<file path="src/spmlc_pkg.sv">
// Shared constants and types for the port mode and indicator configuration
package spmlc_pkg;

    // Core clock and generated reference clock rates
    localparam int MCLK_FREQ_MHZ = 125;
    localparam int REF_CLOCK_MHZ = 50;
    // Phase accumulator for the reference clock: two toggles per period
    localparam int REF_ACC_MOD = MCLK_FREQ_MHZ;
    localparam logic [7:0] REF_ACC_STEP = 8'(2 * REF_CLOCK_MHZ);
    localparam logic [7:0] REF_ACC_LIMIT = 8'(REF_ACC_MOD);

    // Longest gap between edges of the external reference before loss
    localparam int REF_TIMEOUT_NS = 200;
    localparam int REF_TIMEOUT_CYCLES =
        (REF_TIMEOUT_NS * MCLK_FREQ_MHZ) / 1000;
    localparam logic [7:0] REF_TIMEOUT_COUNT = 8'(REF_TIMEOUT_CYCLES);

    // Cycles after reset release before straps are taken
    localparam logic [1:0] STRAP_SETTLE_CYCLES = 2'h2;

    // Positions in the synchroniser vector
    localparam int SYNC_WIDTH = 8;
    localparam int SYNC_LED_MODE = 0;
    localparam int SYNC_ROLE_LO = 1;
    localparam int SYNC_ROLE_HI = 2;
    localparam int SYNC_P1_IND0 = 3;
    localparam int SYNC_P2_IND0 = 4;
    localparam int SYNC_P1_IND1 = 5;
    localparam int SYNC_P4_TXC = 6;
    localparam int SYNC_XTAL = 7;

    // Values after reset
    localparam logic [1:0] ROLE_STRAP_RESET = 2'h0;
    localparam logic [SYNC_WIDTH-1:0] SYNC_RESET = 8'h00;

    // Role of the port 4 media interface
    typedef enum logic [1:0] {
        SPMLC_ROLE_PHY,
        SPMLC_ROLE_MAC,
        SPMLC_ROLE_OFF
    } spmlc_role_type;

    // Status of one copper port
    typedef struct packed {
        logic link;
        logic activity;
        logic speed100;
        logic full_duplex;
    } spmlc_port_status_type;

    // Captured strap configuration
    typedef struct packed {
        logic led_mode;
        logic [1:0] port4_role_strap;
        logic port1_indicator0_strap;
        logic port2_indicator0_strap;
        logic port1_indicator1_strap;
    } spmlc_strap_type;

endpackage

</file>
<file path="src/spmlc_top.sv">
// Port mode selection, indicator drive and reference clock handling
`timescale 1ns/1ps
module spmlc_top (
    // Clock, reset and enable
    input wire logic mclk_in,
    input wire logic reset_n_in,
    input wire logic ce_in,
    // Strap pins and shared indicator pins
    input wire logic led_mode_strap_in,
    input wire logic [1:0] port4_role_strap_in,
    input wire logic port1_indicator0_strap_in,
    input wire logic port2_indicator0_strap_in,
    input wire logic port1_indicator1_strap_in,
    // Software configuration bits
    input wire logic led_mode_write_in,
    input wire logic led_mode_value_in,
    input wire logic port3_mac_select_in,
    input wire logic link_change_enable_in,
    input wire logic link_change_clear_in,
    // Copper port status
    input wire spmlc_pkg::spmlc_port_status_type [1:0] port_status_in,
    // Clock pins
    input wire logic crystal_input,
    input wire logic port4_transmit_clock_in,
    // Indicator pins, index 0 is port 1
    output logic [1:0] port_indicator_one_out,
    output logic [1:0] port_indicator_one_oe_out,
    output logic [1:0] port_indicator_zero_out,
    output logic [1:0] port_indicator_zero_oe_out,
    // Interrupt
    output logic link_change_irq_out,
    // Port configuration
    output spmlc_pkg::spmlc_role_type port4_role_out,
    output logic port3_mac_out,
    output logic port4_reduced_out,
    output logic port3_reduced_out,
    output logic rmii_clock_mode_out,
    output logic led_mode_out,
    output logic straps_done_out,
    // Reference clocks
    output logic core_clock_out,
    output logic ref_clock_ok_out,
    output logic port4_receive_clock_out,
    output logic port4_receive_clock_oe_out,
    output logic port3_receive_clock_out,
    output logic port3_receive_clock_oe_out
);
    import spmlc_pkg::*;

    // Decode of the port 4 role strap
    function automatic spmlc_role_type role_decode(input logic [1:0] bits);
        unique case (bits)
            2'h0: role_decode = SPMLC_ROLE_PHY;
            2'h3: role_decode = SPMLC_ROLE_MAC;
            default: role_decode = SPMLC_ROLE_OFF;
        endcase
    endfunction

    logic [SYNC_WIDTH-1:0] async_pins;
    logic [SYNC_WIDTH-1:0] sync1_reg;
    logic [SYNC_WIDTH-1:0] sync2_reg;
    spmlc_strap_type strap_reg;
    logic [1:0] settle_reg;
    logic done_reg;
    logic led_mode_reg;
    logic [1:0] link_prev_reg;
    logic irq_pend_reg;
    logic [7:0] acc_reg;
    logic [7:0] acc_sum;
    logic ref_gen_reg;
    logic txc_prev_reg;
    logic [7:0] gap_reg;
    logic [1:0] ind_one_next;
    logic [1:0] ind_zero_next;
    logic link_change;

    assign async_pins = {crystal_input, port4_transmit_clock_in,
                         port1_indicator1_strap_in, port2_indicator0_strap_in,
                         port1_indicator0_strap_in, port4_role_strap_in,
                         led_mode_strap_in};

    // Two-flop synchronisers for every pin input
    genvar gi;
    generate
        for (gi = 0; gi < SYNC_WIDTH; gi++) begin : g_sync
            always_ff @(posedge mclk_in or negedge reset_n_in) begin
                if (!reset_n_in) begin
                    sync1_reg[gi] <= SYNC_RESET[gi];
                    sync2_reg[gi] <= SYNC_RESET[gi];
                end else if (ce_in) begin
                    sync1_reg[gi] <= async_pins[gi];
                    sync2_reg[gi] <= sync1_reg[gi];
                end
            end
        end
    endgenerate

    // Strap capture once the synchronisers have filled after release
    always_ff @(posedge mclk_in or negedge reset_n_in) begin
        if (!reset_n_in) begin
            settle_reg <= 2'h0;
            done_reg <= 1'b0;
            strap_reg <= '0;
        end else if (ce_in && !done_reg) begin
            if (settle_reg == STRAP_SETTLE_CYCLES) begin
                done_reg <= 1'b1;
                strap_reg <= {sync2_reg[SYNC_LED_MODE],
                              sync2_reg[SYNC_ROLE_HI:SYNC_ROLE_LO],
                              sync2_reg[SYNC_P1_IND0],
                              sync2_reg[SYNC_P2_IND0],
                              sync2_reg[SYNC_P1_IND1]};
            end else begin
                settle_reg <= settle_reg + 2'h1;
            end
        end
    end

    // Indicator mode: strap value, then software writes override
    always_ff @(posedge mclk_in or negedge reset_n_in) begin
        if (!reset_n_in) begin
            led_mode_reg <= 1'b0;
        end else if (ce_in) begin
            if (led_mode_write_in) begin
                led_mode_reg <= led_mode_value_in;
            end else if (!done_reg && settle_reg == STRAP_SETTLE_CYCLES) begin
                led_mode_reg <= sync2_reg[SYNC_LED_MODE];
            end
        end
    end

    // Indicator functions per port, active high
    always_comb begin
        ind_one_next = '0;
        ind_zero_next = '0;
        for (int p = 0; p < 2; p++) begin
            if (!led_mode_reg) begin
                ind_one_next[p] = port_status_in[p].link &
                                  ~port_status_in[p].activity;
                ind_zero_next[p] = port_status_in[p].speed100;
            end else begin
                ind_one_next[p] = port_status_in[p].link &
                                  port_status_in[p].speed100 &
                                  ~port_status_in[p].activity;
                ind_zero_next[p] = port_status_in[p].full_duplex;
            end
        end
    end

    // Indicator pins released during strap sampling
    always_ff @(posedge mclk_in or negedge reset_n_in) begin
        if (!reset_n_in) begin
            port_indicator_one_out <= 2'h0;
            port_indicator_zero_out <= 2'h0;
            port_indicator_one_oe_out <= 2'h0;
            port_indicator_zero_oe_out <= 2'h0;
        end else if (ce_in) begin
            port_indicator_one_out <= ind_one_next;
            port_indicator_zero_out <= ind_zero_next;
            port_indicator_one_oe_out <= {2{done_reg}};
            port_indicator_zero_oe_out <= {2{done_reg}};
        end
    end

    assign link_change = |(link_prev_reg ^
                           {port_status_in[1].link, port_status_in[0].link});

    // Sticky link change flag, a new change wins over the clear
    always_ff @(posedge mclk_in or negedge reset_n_in) begin
        if (!reset_n_in) begin
            link_prev_reg <= 2'h0;
            irq_pend_reg <= 1'b0;
        end else if (ce_in) begin
            link_prev_reg <= {port_status_in[1].link, port_status_in[0].link};
            if (link_change) begin
                irq_pend_reg <= 1'b1;
            end else if (link_change_clear_in) begin
                irq_pend_reg <= 1'b0;
            end
        end
    end

    assign link_change_irq_out = irq_pend_reg &
                                 link_change_enable_in;

    // Port roles and interface types
    always_ff @(posedge mclk_in or negedge reset_n_in) begin
        if (!reset_n_in) begin
            port4_role_out <= SPMLC_ROLE_PHY;
            port3_mac_out <= 1'b0;
        end else if (ce_in) begin
            port4_role_out <= done_reg ?
                role_decode(strap_reg.port4_role_strap) :
                SPMLC_ROLE_PHY;
            port3_mac_out <= port3_mac_select_in;
        end
    end

    assign port4_reduced_out = done_reg &
                               ~strap_reg.port1_indicator0_strap;
    assign port3_reduced_out = done_reg &
                               ~strap_reg.port2_indicator0_strap;
    assign rmii_clock_mode_out = ~done_reg |
                                 strap_reg.port1_indicator1_strap;
    assign led_mode_out = led_mode_reg;
    assign straps_done_out = done_reg;

    // 50 MHz reference from the core clock by phase accumulation
    assign acc_sum = acc_reg + REF_ACC_STEP;
    always_ff @(posedge mclk_in or negedge reset_n_in) begin
        if (!reset_n_in) begin
            acc_reg <= 8'h00;
            ref_gen_reg <= 1'b0;
        end else if (ce_in) begin
            if (acc_sum >= REF_ACC_LIMIT) begin
                acc_reg <= acc_sum - REF_ACC_LIMIT;
                ref_gen_reg <= ~ref_gen_reg;
            end else begin
                acc_reg <= acc_sum;
            end
        end
    end

    // Watch the external reference for edges
    always_ff @(posedge mclk_in or negedge reset_n_in) begin
        if (!reset_n_in) begin
            txc_prev_reg <= 1'b0;
            gap_reg <= 8'h00;
            ref_clock_ok_out <= 1'b0;
        end else if (ce_in) begin
            txc_prev_reg <= sync2_reg[SYNC_P4_TXC];
            if (sync2_reg[SYNC_P4_TXC] != txc_prev_reg) begin
                gap_reg <= 8'h00;
                ref_clock_ok_out <= 1'b1;
            end else if (gap_reg >= REF_TIMEOUT_COUNT) begin
                ref_clock_ok_out <= 1'b0;
            end else begin
                gap_reg <= gap_reg + 8'h01;
            end
        end
    end

    // Clock source selection and clock pin drive
    always_ff @(posedge mclk_in or negedge reset_n_in) begin
        if (!reset_n_in) begin
            core_clock_out <= 1'b0;
            port4_receive_clock_out <= 1'b0;
            port4_receive_clock_oe_out <= 1'b0;
            port3_receive_clock_out <= 1'b0;
            port3_receive_clock_oe_out <= 1'b0;
        end else if (ce_in) begin
            core_clock_out <= rmii_clock_mode_out ? sync2_reg[SYNC_XTAL] :
                              sync2_reg[SYNC_P4_TXC];
            port4_receive_clock_out <= ref_gen_reg;
            port4_receive_clock_oe_out <= rmii_clock_mode_out &
                (port4_reduced_out | port3_reduced_out);
            port3_receive_clock_out <= sync2_reg[SYNC_P4_TXC];
            port3_receive_clock_oe_out <= ~rmii_clock_mode_out &
                                          port3_reduced_out;
        end
    end

    // Helper: cycles since the generated reference last toggled
    logic [2:0] since_toggle_reg;
    logic ref_gen_prev_reg;
    always_ff @(posedge mclk_in or negedge reset_n_in) begin
        if (!reset_n_in) begin
            since_toggle_reg <= 3'h0;
            ref_gen_prev_reg <= 1'b1; // Differs from generator, no false stall
        end else if (ce_in) begin
            ref_gen_prev_reg <= ref_gen_reg;
            since_toggle_reg <= (ref_gen_reg != ref_gen_prev_reg) ? 3'h0 :
                                since_toggle_reg + 3'h1;
        end
    end

    chk_led_mode_zero: assert property (
        @(posedge mclk_in) disable iff (!reset_n_in)
        (ce_in && !led_mode_reg) |=> (port_indicator_zero_out[0] ==
            $past(port_status_in[0].speed100)))
        else $error("mode 0 speed indicator wrong");

    chk_led_mode_one: assert property (
        @(posedge mclk_in) disable iff (!reset_n_in)
        (ce_in && led_mode_reg) |=> (port_indicator_zero_out[1] ==
            $past(port_status_in[1].full_duplex)))
        else $error("mode 1 duplex indicator wrong");

    chk_irq_on_change: assert property (
        @(posedge mclk_in) disable iff (!reset_n_in)
        (ce_in && link_change && link_change_enable_in) ##1
            link_change_enable_in |-> link_change_irq_out)
        else $error("link change raised no interrupt");

    chk_role_before_done: assert property (
        @(posedge mclk_in) disable iff (!reset_n_in)
        !done_reg |-> (port4_role_out == SPMLC_ROLE_PHY && !port4_reduced_out))
        else $error("port 4 not PHY before straps");

    chk_port4_role_map: assert property (
        @(posedge mclk_in) disable iff (!reset_n_in)
        (done_reg && $past(done_reg) && $past(ce_in)) |->
            ((port4_role_out == SPMLC_ROLE_MAC) ==
             (strap_reg.port4_role_strap == 2'h3)))
        else $error("port 4 role does not follow strap");

    chk_port3_mac_sel: assert property (
        @(posedge mclk_in) disable iff (!reset_n_in)
        ce_in |=> (port3_mac_out == $past(port3_mac_select_in)))
        else $error("port 3 role does not follow select bit");

    chk_ref_toggles: assert property (
        @(posedge mclk_in) disable iff (!reset_n_in)
        since_toggle_reg < 3'h2)
        else $error("generated reference stalled");

    chk_port3_clock: assert property (
        @(posedge mclk_in) disable iff (!reset_n_in)
        (ce_in && !rmii_clock_mode_out && port3_reduced_out) |=>
            (port3_receive_clock_oe_out &&
             port3_receive_clock_out == $past(sync2_reg[SYNC_P4_TXC])))
        else $error("port 3 clock not forwarded");

    chk_strap_held: assert property (
        @(posedge mclk_in) disable iff (!reset_n_in)
        done_reg |=> (done_reg && $stable(strap_reg)))
        else $error("strap capture changed after sampling");

endmodule

</file>
<file path="config.mk">
export PLATFORM = sky130hd
export DESIGN_NAME = spmlc_top
export DESIGN_NICKNAME = d
export VERILOG_FILES = /design/src/spmlc_pkg.sv /design/src/spmlc_top.sv
export SDC_FILE = /design/constraint.sdc
export NUM_CORES = 1
export LEC_CHECK = 0
export BUFFER_PORTS_ARGS = -buffer_cell sky130_fd_sc_hd__buf_2
export CAP_MARGIN = 10
export CELL_PAD_IN_SITES_DETAIL_PLACEMENT = 2
export CELL_PAD_IN_SITES_GLOBAL_PLACEMENT = 2
export CORE_UTILIZATION = 38
export CTS_BUF_LIST = sky130_fd_sc_hd__clkbuf_4 sky130_fd_sc_hd__clkbuf_8
export CTS_CLUSTER_SIZE = 40
export DETAILED_ROUTE_END_ITERATION = 10
export PLACE_DENSITY = 0.86
export REMOVE_ABC_BUFFERS = 1
export SLEW_MARGIN = 30
export SYNTH_ARGS = -nofsm -noshare
export SYNTH_HDL_FRONTEND = slang
export SYNTH_SLANG_ARGS = --single-unit
</file>
<file path="constraint.sdc">
create_clock -name mclk_in -period 2.7 [get_ports mclk_in]
set_clock_uncertainty 0.05 [all_clocks]
set_input_delay 0.54 -clock mclk_in [delete_from_list [all_inputs] [get_ports mclk_in]]
set_output_delay 0.54 -clock mclk_in [all_outputs]
set_load 0.02 [all_outputs]
</file>
# After elaboration in Yosys (flattened, before gate mapping)
# Cells that the tools add are included.
# totals
regBits	59
output_inout_bits	23
input_bits	24
word_cells	102
# op_classes
n_eq_ne	4
n_bitwise	22
n_lt_le_gt_ge	2
addsub	4
reduce_logical	15
mux	16
# ops
op	count
two-way mux 8 bit	3
AND reduction 2 bit	7
AND 1 bit	11
two-way mux 1 bit	11
adder 8 x 1 -> 8 bit, second input constant	1
adder 8 x 7 -> 8 bit, second input constant	1
>= comparator 8 x 5 -> 1 bit, second input constant	1
>= comparator 8 x 7 -> 1 bit, second input constant	1
inverter 1 bit	8
subtractor 8 x 7 -> 8 bit, second input constant	1
nonzero test 2 bit	3
equality test 2 bit, second input constant	2
one-hot mux 2 bit (2 select lines)	1
adder 2 x 1 -> 2 bit, second input constant	1
logical AND 1 bit	2
logical NOT 2 bit	1
two-way mux 2 bit	1
!= test 2 bit, second input constant	1
OR 1 bit	2
OR reduction 2 bit	1
XOR 2 bit	1
logical NOT 1 bit	1
!= test 1 bit	1

# Longest topological paths before layout
# Gate-level depths: netlist (run 1).
# depth
ltp_word	4
ltp_mapped	7
depth_no_buf	7

# Worst setup path before layout (run 1)
# OpenSTA, ideal clock, no wires.
# synth_path
path_kind	register to register
start	register acc_reg[3]
end	register acc_reg[5]
synth_period_minus_slack_ps	2009
slack_ps	691
stages_incl_launch_ff	7
required_time_ps	2554
arrival_ps	1863
cell_sequence	dfrtp_1 ha_1 and2b_2 a21oi_1 o221ai_2 and2_4 a311oi_2
# synth_via
elab_chain_len	3
word_cells_on_any_way	4
classes_between	add/sub: 2; order compare: 1; mux: 1
# synth_lines
element	line_no	text
start, declared	spmlc_top.sv:68	logic [7:0] acc_reg;
start signal, assigned	spmlc_top.sv:215	acc_reg <= acc_sum - REF_ACC_LIMIT;
start signal, assigned	spmlc_top.sv:218	acc_reg <= acc_sum;
adder 8 x 7 -> 8 bit *	spmlc_top.sv:208	assign acc_sum = acc_reg + REF_ACC_STEP;
subtractor 8 x 7 -> 8 bit / >= comparator 8 x 7 -> 1 bit (equally long branches)	spmlc_top.sv:215, spmlc_top.sv:214	
two-way mux 8 bit *	spmlc_top.sv:214	if (acc_sum >= REF_ACC_LIMIT) begin
# Mark *: on every way between the ends. The rest lies on a longest branch, timed or not.
# A chain may end at the register's enable or synchronous reset.

# Worst setup path after layout (run 1)
# Ends and elaborated chain as after synthesis.

==> impl_results.md, run 1 <==
* Initial antenna violation count at 0
* Yosys warns at 0
* Worst rel slew slack at 49.0%
* DRT antenna net count at 0
* CP startpoint: acc_reg[3]
* Top Ports at 47
* Vias in the first global route at 2536
* Psw at 1.54 mW
* Clock buffer depth at 2
* # diodes at 0
* CP cell instances: ha_1, and2b_2, a21oi_1, o221ai_2, and2_4, a311oi_2
* H-tree Lvls at 3
* Worst path required time at 2.89 ns
* Max_cap viols at 0
* Fillers at 773
* Violation count after the first detailed-routing iteration at 74
* Clk pin slew, worst setup/hold paths at 0.08 ns
* Reg2reg setup slack at 0.31 ns
* CTS tree: yes
* Total CTS buffers at 9
* FMAX at 0.418 GHz
* DP Cell Count at 396
* Clk network pwr share at 24.0%
* Post_cts resized at 0
* Pint at 2.23 mW
* Maximum VDD drop at 423 uV
* Core area at 0.00729 sq mm
* Worst-path fanout max at 7
* Area Growth Syn to Fin at 19.0%
* Power per Cell Area at 1100 mW/mm^2
* Ys flop type: dfrtp_1
* Cell area after layout at 0.00343 sq mm
* Vias per inst at 5.34
* Iteration count of the initial detailed-routing pass at 4
* Die ar. at 0.00793 sq mm
* LEAKAGE at 1.58 nW
* Number of synthesized flops with an enable pin at 0
* Run status: complete, no violations
* Hold_ws at 0.301 ns
* Hold crit path type: primary input to async pin
* Initial Util at 39.5%
* Cts hold-fix bufs at 0
* Buffers added on ports at 46
* Final setup violating endpoints at 0
* RR Startpoint: acc_reg[3]
* Syn Area/Cell at 11.2 sq um
* FP Rows at 31
* Crit-path slowest cell: dfrtp_1
* Actual slew at the worst max-slew pin at 0.765 ns
* Critical Path End Type: flip-flop
* Post-DP Area at 0.00321 sq mm
* Sw frac at 40.8%
* DR WL/cell at 21.6 um
* Area of the multi-input gates at 0.00129 sq mm
* Storage cell area at 0.00148 sq mm
* Final net count at 341
* Setup TNS at 0 ns
* Final period util at 88.7%
* Die width at 89.1 um
* Seq pwr share at 37.3%
* Post-Route WL at 8.88 mm
* Final min period at 2.39 ns
* # DRC at 0
* Most frequent cells in the layout: dfrtp_1, buf_2, mux2_2
* Worst setup SP type: flip-flop
* Ys async rst share at 100%
* Largest net degree at the start of global routing at 60
* Slew Viols, Final at 0
* Netlist Area Pre-Place at 0.00288 sq mm
* CP arrival at 2.58 ns
* Finished Layout Cells at 411
* DR vias at 2196
* Worst setup path class: flip-flop to flip-flop
* Post-synthesis sequential area ratio at 51.3%
* Combinational share of power at 38.7%
* Clock Latency Late Sink at 0.34 ns
* Unrepaired setup endpoints after global routing: no
* Global-route wire length before repair at 14.2 mm
* Max incr delay on CP at 0.47 ns
* Die Y at 89.1 um
* Share of layout cells above drive strength 1 at 33.0%
* Commonest non-fill, non-tap cell in the layout: dfrtp_1
* Final Hold Violating Endpoints at 0
* Cells after Synth at 258
* GRT Util Overall at 24.8%
* DP Wirelength at 5.53 mm
* CTS Sinks at 59
* Yosys reg bits at 59
* Global placer's final weighted congestion at 0.772
* Postcts setup bufs at 0
* Root buf cell: clkbuf_8
* Grt ovf at 0
* Yosys cell types at 46
## per-layer routing
metal,up-vias,track usage (%),part of all wire (%)
li1,990,-,-
met1,1110,27.3,39
met5,-,0,0
met2,62,45.1,54
met3,34,6.46,4.0
met4,0,11.0,3.3
## through the flow
| step | total power, mW | utilization, % | setup slack, ns |
|---|---|---|---|
| 6_report | 3.77 | 47.0 | 0.306 |
| 3_3_place_gp | 2.66 | 44.0 | 0.532 |
| 5_1_grt | 3.99 | 47.0 | 0.154 |
| 2_1_floorplan | 2.28 | - | 0.691 |
| 3_5_place_dp | 2.80 | 44.0 | 0.363 |
| 4_1_cts | 3.80 | 47.0 | 0.329 |
## critical path, delay by kind of cell (launching register included)
family	cells	cell delay, ns
compound gates	3	0.89
simple gates	2	0.55
flops	1	0.47
fa+ha+maj	1	0.35
## power groups by stage
stage	clock network (mW)	logic (mW)	registers [mW]
global route	0.951	1.60	1.44
global placement	0	1.29	1.37
finish	0.906	1.46	1.40
detailed placement	0	1.41	1.40
CTS	0.924	1.47	1.41
floorplan	0	0.861	1.42
## cell type report
type	instances	share of cell area, %
flip-flops and latches	59	43.1
clock inverters	5	2.26
repair buffers	50	7.59
multi-input cells	172	37.7
well taps	99	3.61
inverters	16	1.75
clock buffers	10	4.02
## cells by family (layout without fill, tap and decap cells)
family	after synthesis	after routing	synth area share [%]
buffers and inverters	27	81	3.91
flip-flops	59	59	51.3
AO/OA/AOI/OAI	45	45	11.5
multiplexers	33	33	12.7
AND/OR/NAND/NOR	73	73	12.8
XOR/XNOR	12	12	3.91
adder cells (fa/ha/maj)	9	9	3.91
## cell usage after synthesis, types with 2 or more instances
master     n  share of area [%]
clkbuf_1   8                1.0
o22ai_1    2               0.43
o21ai_0    9                1.6
nor2b_1    3               0.65
nand2_1   21                2.7
inv_1     16                2.1
or3_1      3               0.65
dfrtp_1   59                 51
nand2b_1   5                1.1
a311oi_2   2                1.0
nand3_1    4               0.70
nor2_1    18                2.3
a21oi_1   12                2.1
a31oi_1    2               0.43
mux2i_1    5                1.7
mux2_2    28                 11
nand4_1    3               0.65
and2_1     7                1.5
buf_4      3               0.78
xor2_1     6                1.8
nand4b_1   2               0.61
ha_1       9                3.9
o31ai_1    3               0.78
and2b_2    2               0.61
xnor2_1    5                1.5
## worst paths after layout
kind / end / cells past startpoint
worst max-delay path: acc_reg[5] / 6
worst min-delay path: sync1_reg[0] / 2
worst max register to register: acc_reg[5] / 6
worst min register to register: gap_reg[6] / 1
max in group asynchronous: port_indicator_zero_oe_out[0] / 2
min in group mclk_in: port3_mac_out / 2
Power figures use the tool's default switching activity.
==> inputs of run 2 (changes only) <==
--- a/config.mk
+++ b/config.mk
@@ -9,6 +9,7 @@
 export CAP_MARGIN = 10
 export CELL_PAD_IN_SITES_DETAIL_PLACEMENT = 2
 export CELL_PAD_IN_SITES_GLOBAL_PLACEMENT = 2
+export CORE_ASPECT_RATIO = 0.6
 export CORE_UTILIZATION = 38
 export CTS_BUF_LIST = sky130_fd_sc_hd__clkbuf_4 sky130_fd_sc_hd__clkbuf_8
 export CTS_CLUSTER_SIZE = 40
==> impl_results.md, run 2 (synthesis results as in run 1) <==
* Violation count after the first detailed-routing iteration at 87
* Clk network pwr share at 21.1%
* Commonest non-fill, non-tap cell in the layout: dfrtp_1
* Global placer's final weighted congestion at 0.862
* Unrepaired setup endpoints after global routing: no
* Clock Latency Late Sink at 0.36 ns
* CP arrival at 2.63 ns
* Clk pin slew, worst setup/hold paths at 0.08 ns
* Sw frac at 41.4%
* Final net count at 344
* Buffers added on ports at 46
* Final setup violating endpoints at 0
* DR vias at 2138
* Final min period at 2.41 ns
* Total CTS buffers at 9
* Root buf cell: clkbuf_8
* # DRC at 0
* Share of layout cells above drive strength 1 at 33.9%
* Worst setup SP type: flip-flop
* Vias per inst at 5.09
* Worst rel slew slack at 62.1%
* CTS Sinks at 59
* DP Wirelength at 5.70 mm
* Crit-path slowest cell: dfrtp_1
* Critical Path End Type: flip-flop
* Fillers at 797
* Postcts setup bufs at 0
* # diodes at 0
* Global-route wire length before repair at 12.9 mm
* DR WL/cell at 18.2 um
* Post-Route WL at 7.64 mm
* Setup TNS at 0 ns
* Combinational share of power at 40.5%
* Most frequent cells in the layout: dfrtp_1, buf_2, mux2_2
* Initial Util at 39.5%
* Overall power at 3.54 mW
* Slew Viols, Final at 0
* Vias in the first global route at 2447
* FMAX at 0.416 GHz
* Actual slew at the worst max-slew pin at 0.568 ns
* Core area at 0.00730 sq mm
* Die Y at 69.4 um
* CP cell instances: ha_1, and2b_2, a21oi_1, o221ai_2, and2_4, a311oi_2
* Initial antenna violation count at 0
* Final Hold Violating Endpoints at 0
* Hold_ws at 0.119 ns
* Iteration count of the initial detailed-routing pass at 4
* LEAKAGE at 1.58 nW
* Run status: complete, no violations
* Max incr delay on CP at 0.47 ns
* DRT antenna net count at 0
* Clock buffer depth at 2
* Top Ports at 47
* Die width at 114 um
* Final period util at 89.1%
* Psw at 1.47 mW
* Die ar. at 0.00794 sq mm
* Worst-path fanout max at 7
* Post_cts resized at 0
* CTS tree: yes
* Worst path required time at 2.92 ns
* Grt ovf at 0
* Worst r2r path cells at 6
* Hold crit path type: primary input to async pin
* Area Growth Syn to Fin at 18.7%
* Worst setup path class: flip-flop to flip-flop
* Pint at 2.08 mW
* Largest net degree at the start of global routing at 26
* Seq pwr share at 38.4%
* Maximum VDD drop at 325 uV
* Max_cap viols at 0
* Power per Cell Area at 1040 mW/mm^2
* H-tree Lvls at 3
* FP Rows at 24
* Cts hold-fix bufs at 0
* GRT Util Overall at 22.1%
==> run 2: cell type report <==
cell class	instances	area, sq um	share of cell area [%]
Clock buffer	11	151	4.43
Clock inverter	5	27.5	0.805
Inverter	16	60.1	1.76
Multi-Input combinational cell	172	1290	37.8
Sequential cell	59	1480	43.2
Tap cell	104	130	3.81
Timing Repair Buffer	53	283	8.27
==> run 2: routing by layer <==
layer,global-route usage (%),vias up,part of all wire [%]
met3,7.95,8,4.0
met4,5.05,0,0.72
li1,-,1000,-
met2,37.2,43,49
met5,0,-,0
met1,27.2,1087,46
==> run 2: power groups by stage <==
stage                     Sequential [mW]  Combinational, mW  Clock [mW]
final                                1.36               1.44       0.747
after global routing                 1.40               1.58       0.808
after CTS                            1.37               1.45       0.776
after detailed placement             1.38               1.43           0
after global placement               1.35               1.34           0
after floorplan                      1.42              0.861           0
==> run 2: critical path: cells and delay by family (launching register included) <==
family | cells | cell delay (ns)
simple gates | 2 | 0.54
flops | 1 | 0.47
fa+ha+maj | 1 | 0.34
compound gates | 3 | 0.92
==> run 2: final timing paths <==
kind | startpoint | to | slack [ns]
max in group asynchronous | reset_n_in | ref_gen_reg | 1.78
hold reg to reg | settle_reg[0] | settle_reg[0] | 0.43
setup reg to reg | acc_reg[3] | acc_reg[5] | 0.29
setup / recovery | acc_reg[3] | acc_reg[5] | 0.29
hold / removal | reset_n_in | irq_pend_reg | 0.12
min in group mclk_in | port4_transmit_clock_in | sync1_reg[6] | 0.37
==> run 2: metrics by stage <==
step	instances	util, %	worst slack, ns	area [sq um]
final	420	46.9	0.294	3420
after floorplan	247	-	0.691	2830
after detailed placement	404	44.4	0.361	3240
after global routing	420	46.9	0.144	3420
after CTS	420	46.9	0.312	3420
after global placement	404	44.4	0.530	3240
==> inputs of run 3 (changes only) <==
--- a/config.mk
+++ b/config.mk
@@ -10,10 +10,12 @@
 export CELL_PAD_IN_SITES_DETAIL_PLACEMENT = 2
 export CELL_PAD_IN_SITES_GLOBAL_PLACEMENT = 2
 export CORE_ASPECT_RATIO = 0.6
+export CORE_MARGIN = 3
 export CORE_UTILIZATION = 38
 export CTS_BUF_LIST = sky130_fd_sc_hd__clkbuf_4 sky130_fd_sc_hd__clkbuf_8
 export CTS_CLUSTER_SIZE = 40
 export DETAILED_ROUTE_END_ITERATION = 10
+export GPL_TIMING_DRIVEN = 0
 export PLACE_DENSITY = 0.86
 export REMOVE_ABC_BUFFERS = 1
 export SLEW_MARGIN = 30
==> impl_results.md, run 3 (synthesis results as in run 1) <==
* Run status: complete, no violations
* Cell area after layout at 0.00339 sq mm
* Hold_ws at 0.209 ns
* DR vias at 2131
* Unrepaired setup endpoints after global routing: no
* Violation count after the first detailed-routing iteration at 63
* Commonest non-fill, non-tap cell in the layout: dfrtp_1
* Grt ovf at 0
* Actual slew at the worst max-slew pin at 0.774 ns
* Reg2reg setup slack at 0.31 ns
* Die width at 118 um
* Most frequent cells in the layout: dfrtp_1, buf_2, mux2_2
* Maximum VDD drop at 437 uV
* Hold crit path type: primary input to async pin
* FP Rows at 23
* Vias per inst at 5.22
* Share of layout cells above drive strength 1 at 32.5%
* LEAKAGE at 1.56 nW
* CTS Sinks at 59
* Clock Latency Late Sink at 0.35 ns
* Cts hold-fix bufs at 0
* Dpl ws at -0.288 ns
* Core area at 0.00699 sq mm
* Final setup violating endpoints at 0
* Worst path required time at 2.90 ns
* RR Startpoint: acc_reg[2]
* Worst setup path class: flip-flop to flip-flop
* Critical Path End Type: flip-flop
* Final net count at 337
* DP Wirelength at 5.40 mm
* H-tree Lvls at 3
* Overall power at 3.64 mW
* Vias in the first global route at 2430
* GRT Util Overall at 19.6%
* Initial antenna violation count at 0
* # diodes at 0
* Clk pin slew, worst setup/hold paths at 0.07 ns
* Top Ports at 47
* Post-Route WL at 7.78 mm
* Worst rel slew slack at 48.4%
* Post-DP Area at 0.00319 sq mm
* Die Y at 73.4 um
* DR WL/cell at 19.1 um
* Global-route wire length before repair at 13.0 mm
* DRT antenna net count at 0
* Reg-to-reg endpoint: acc_reg[5]
* Worst r2r path cells at 6
* CTS tree: yes
* Power per Cell Area at 1070 mW/mm^2
* # DRC at 0
* Slew Viols, Final at 0
* Initial Util at 41.2%
* Root buf cell: clkbuf_8
* Total CTS buffers at 9
* Global placer's final weighted congestion at 0.818
* Buffers added on ports at 46
* FMAX at 0.419 GHz
* Final Hold Violating Endpoints at 0
* CP arrival at 2.59 ns
* Largest net degree at the start of global routing at 60
* Clock buffer depth at 2
* Final Worst Setup Slack at 0.315 ns
* Iteration count of the initial detailed-routing pass at 5
* Die ar. at 0.00869 sq mm
* Worst-path fanout max at 7
* Final period util at 88.3%
* Final min period at 2.39 ns
* Area Growth Syn to Fin at 17.8%
* Worst setup SP type: flip-flop
* Max_cap viols at 0
[run 3: cell count changes in the layout (fill, tap and decap cells not counted)]
| cell | previous run | this run |
|---|---|---|
| buf_4 | 7 | 2 |
| clkinv_2 | 4 | 1 |
| buf_2 | 46 | 44 |
| clkbuf_4 | 0 | 2 |
| a21oi_1 | 12 | 11 |
| a21oi_2 | 0 | 1 |
| bufinv_16 | 0 | 1 |
| clkinvlp_4 | 1 | 0 |
[run 3: through the flow]
stage | TNS, ns | instances | util [%]
after floorplan | 0 | 247 | -
after global placement | -0.390 | 393 | 45.5
after detailed placement | -1.13 | 393 | 45.6
after CTS | 0 | 408 | 48.4
after global routing | 0 | 408 | 48.5
final | 0 | 408 | 48.5
[run 3: report_power, final]
group	switching, mW	total [mW]	internal [mW]	leakage (nW)
sequential	0.266	1.39	1.13	0.709
combinational	0.840	1.39	0.554	0.740
clock	0.362	0.853	0.491	0.106
total	1.47	3.64	2.17	1.56
[run 3: worst max-delay path: stages, from the launching register on]
cell and delay, ns:
dfrtp_1 0.51, ha_1 0.37, and2b_2 0.31, a21oi_2 0.29
o221ai_2 0.26, and2_4 0.27, a311oi_2 0.24
[run 3: metal layers]
layer | share of wire, % | up-vias | GRT usage (%)
li1 | - | 982 | -
met2 | 48 | 42 | 33.3
met3 | 3.7 | 15 | 5.85
met1 | 46 | 1092 | 23.8
met4 | 2.2 | 0 | 7.96
met5 | 0 | - | 0
[run 3: timing repair]
item                                    4_1_cts  5_1_grt
gates resized for setup                       0        1
endpoints found under the setup margin        0        2
endpoints found under the hold margin         0        0
buffers inserted                              0        0
[run 3: final cells by class]
class / count / area (sq um)
fill: 728 / 3600
sequential: 59 / 1480
multi-input combinational: 172 / 1290
timing repair buffer: 46 / 235
clock buffer: 13 / 166
tap: 100 / 125
inverter: 16 / 60.1
clock inverter: 2 / 35.0
[run 3: how the worst max path moves through the flow]
stage,start,end,slack (ns),cells after the start
floorplan,acc_reg[3],acc_reg[5],0.69,6
global placement,ce_in,gap_reg[3],-0.18,6
detailed placement,ce_in,gap_reg[3],-0.29,6
CTS,ce_in,gap_reg[3],0.08,6
global route,acc_reg[3],acc_reg[5],0.11,6
finish,acc_reg[2],acc_reg[5],0.31,6
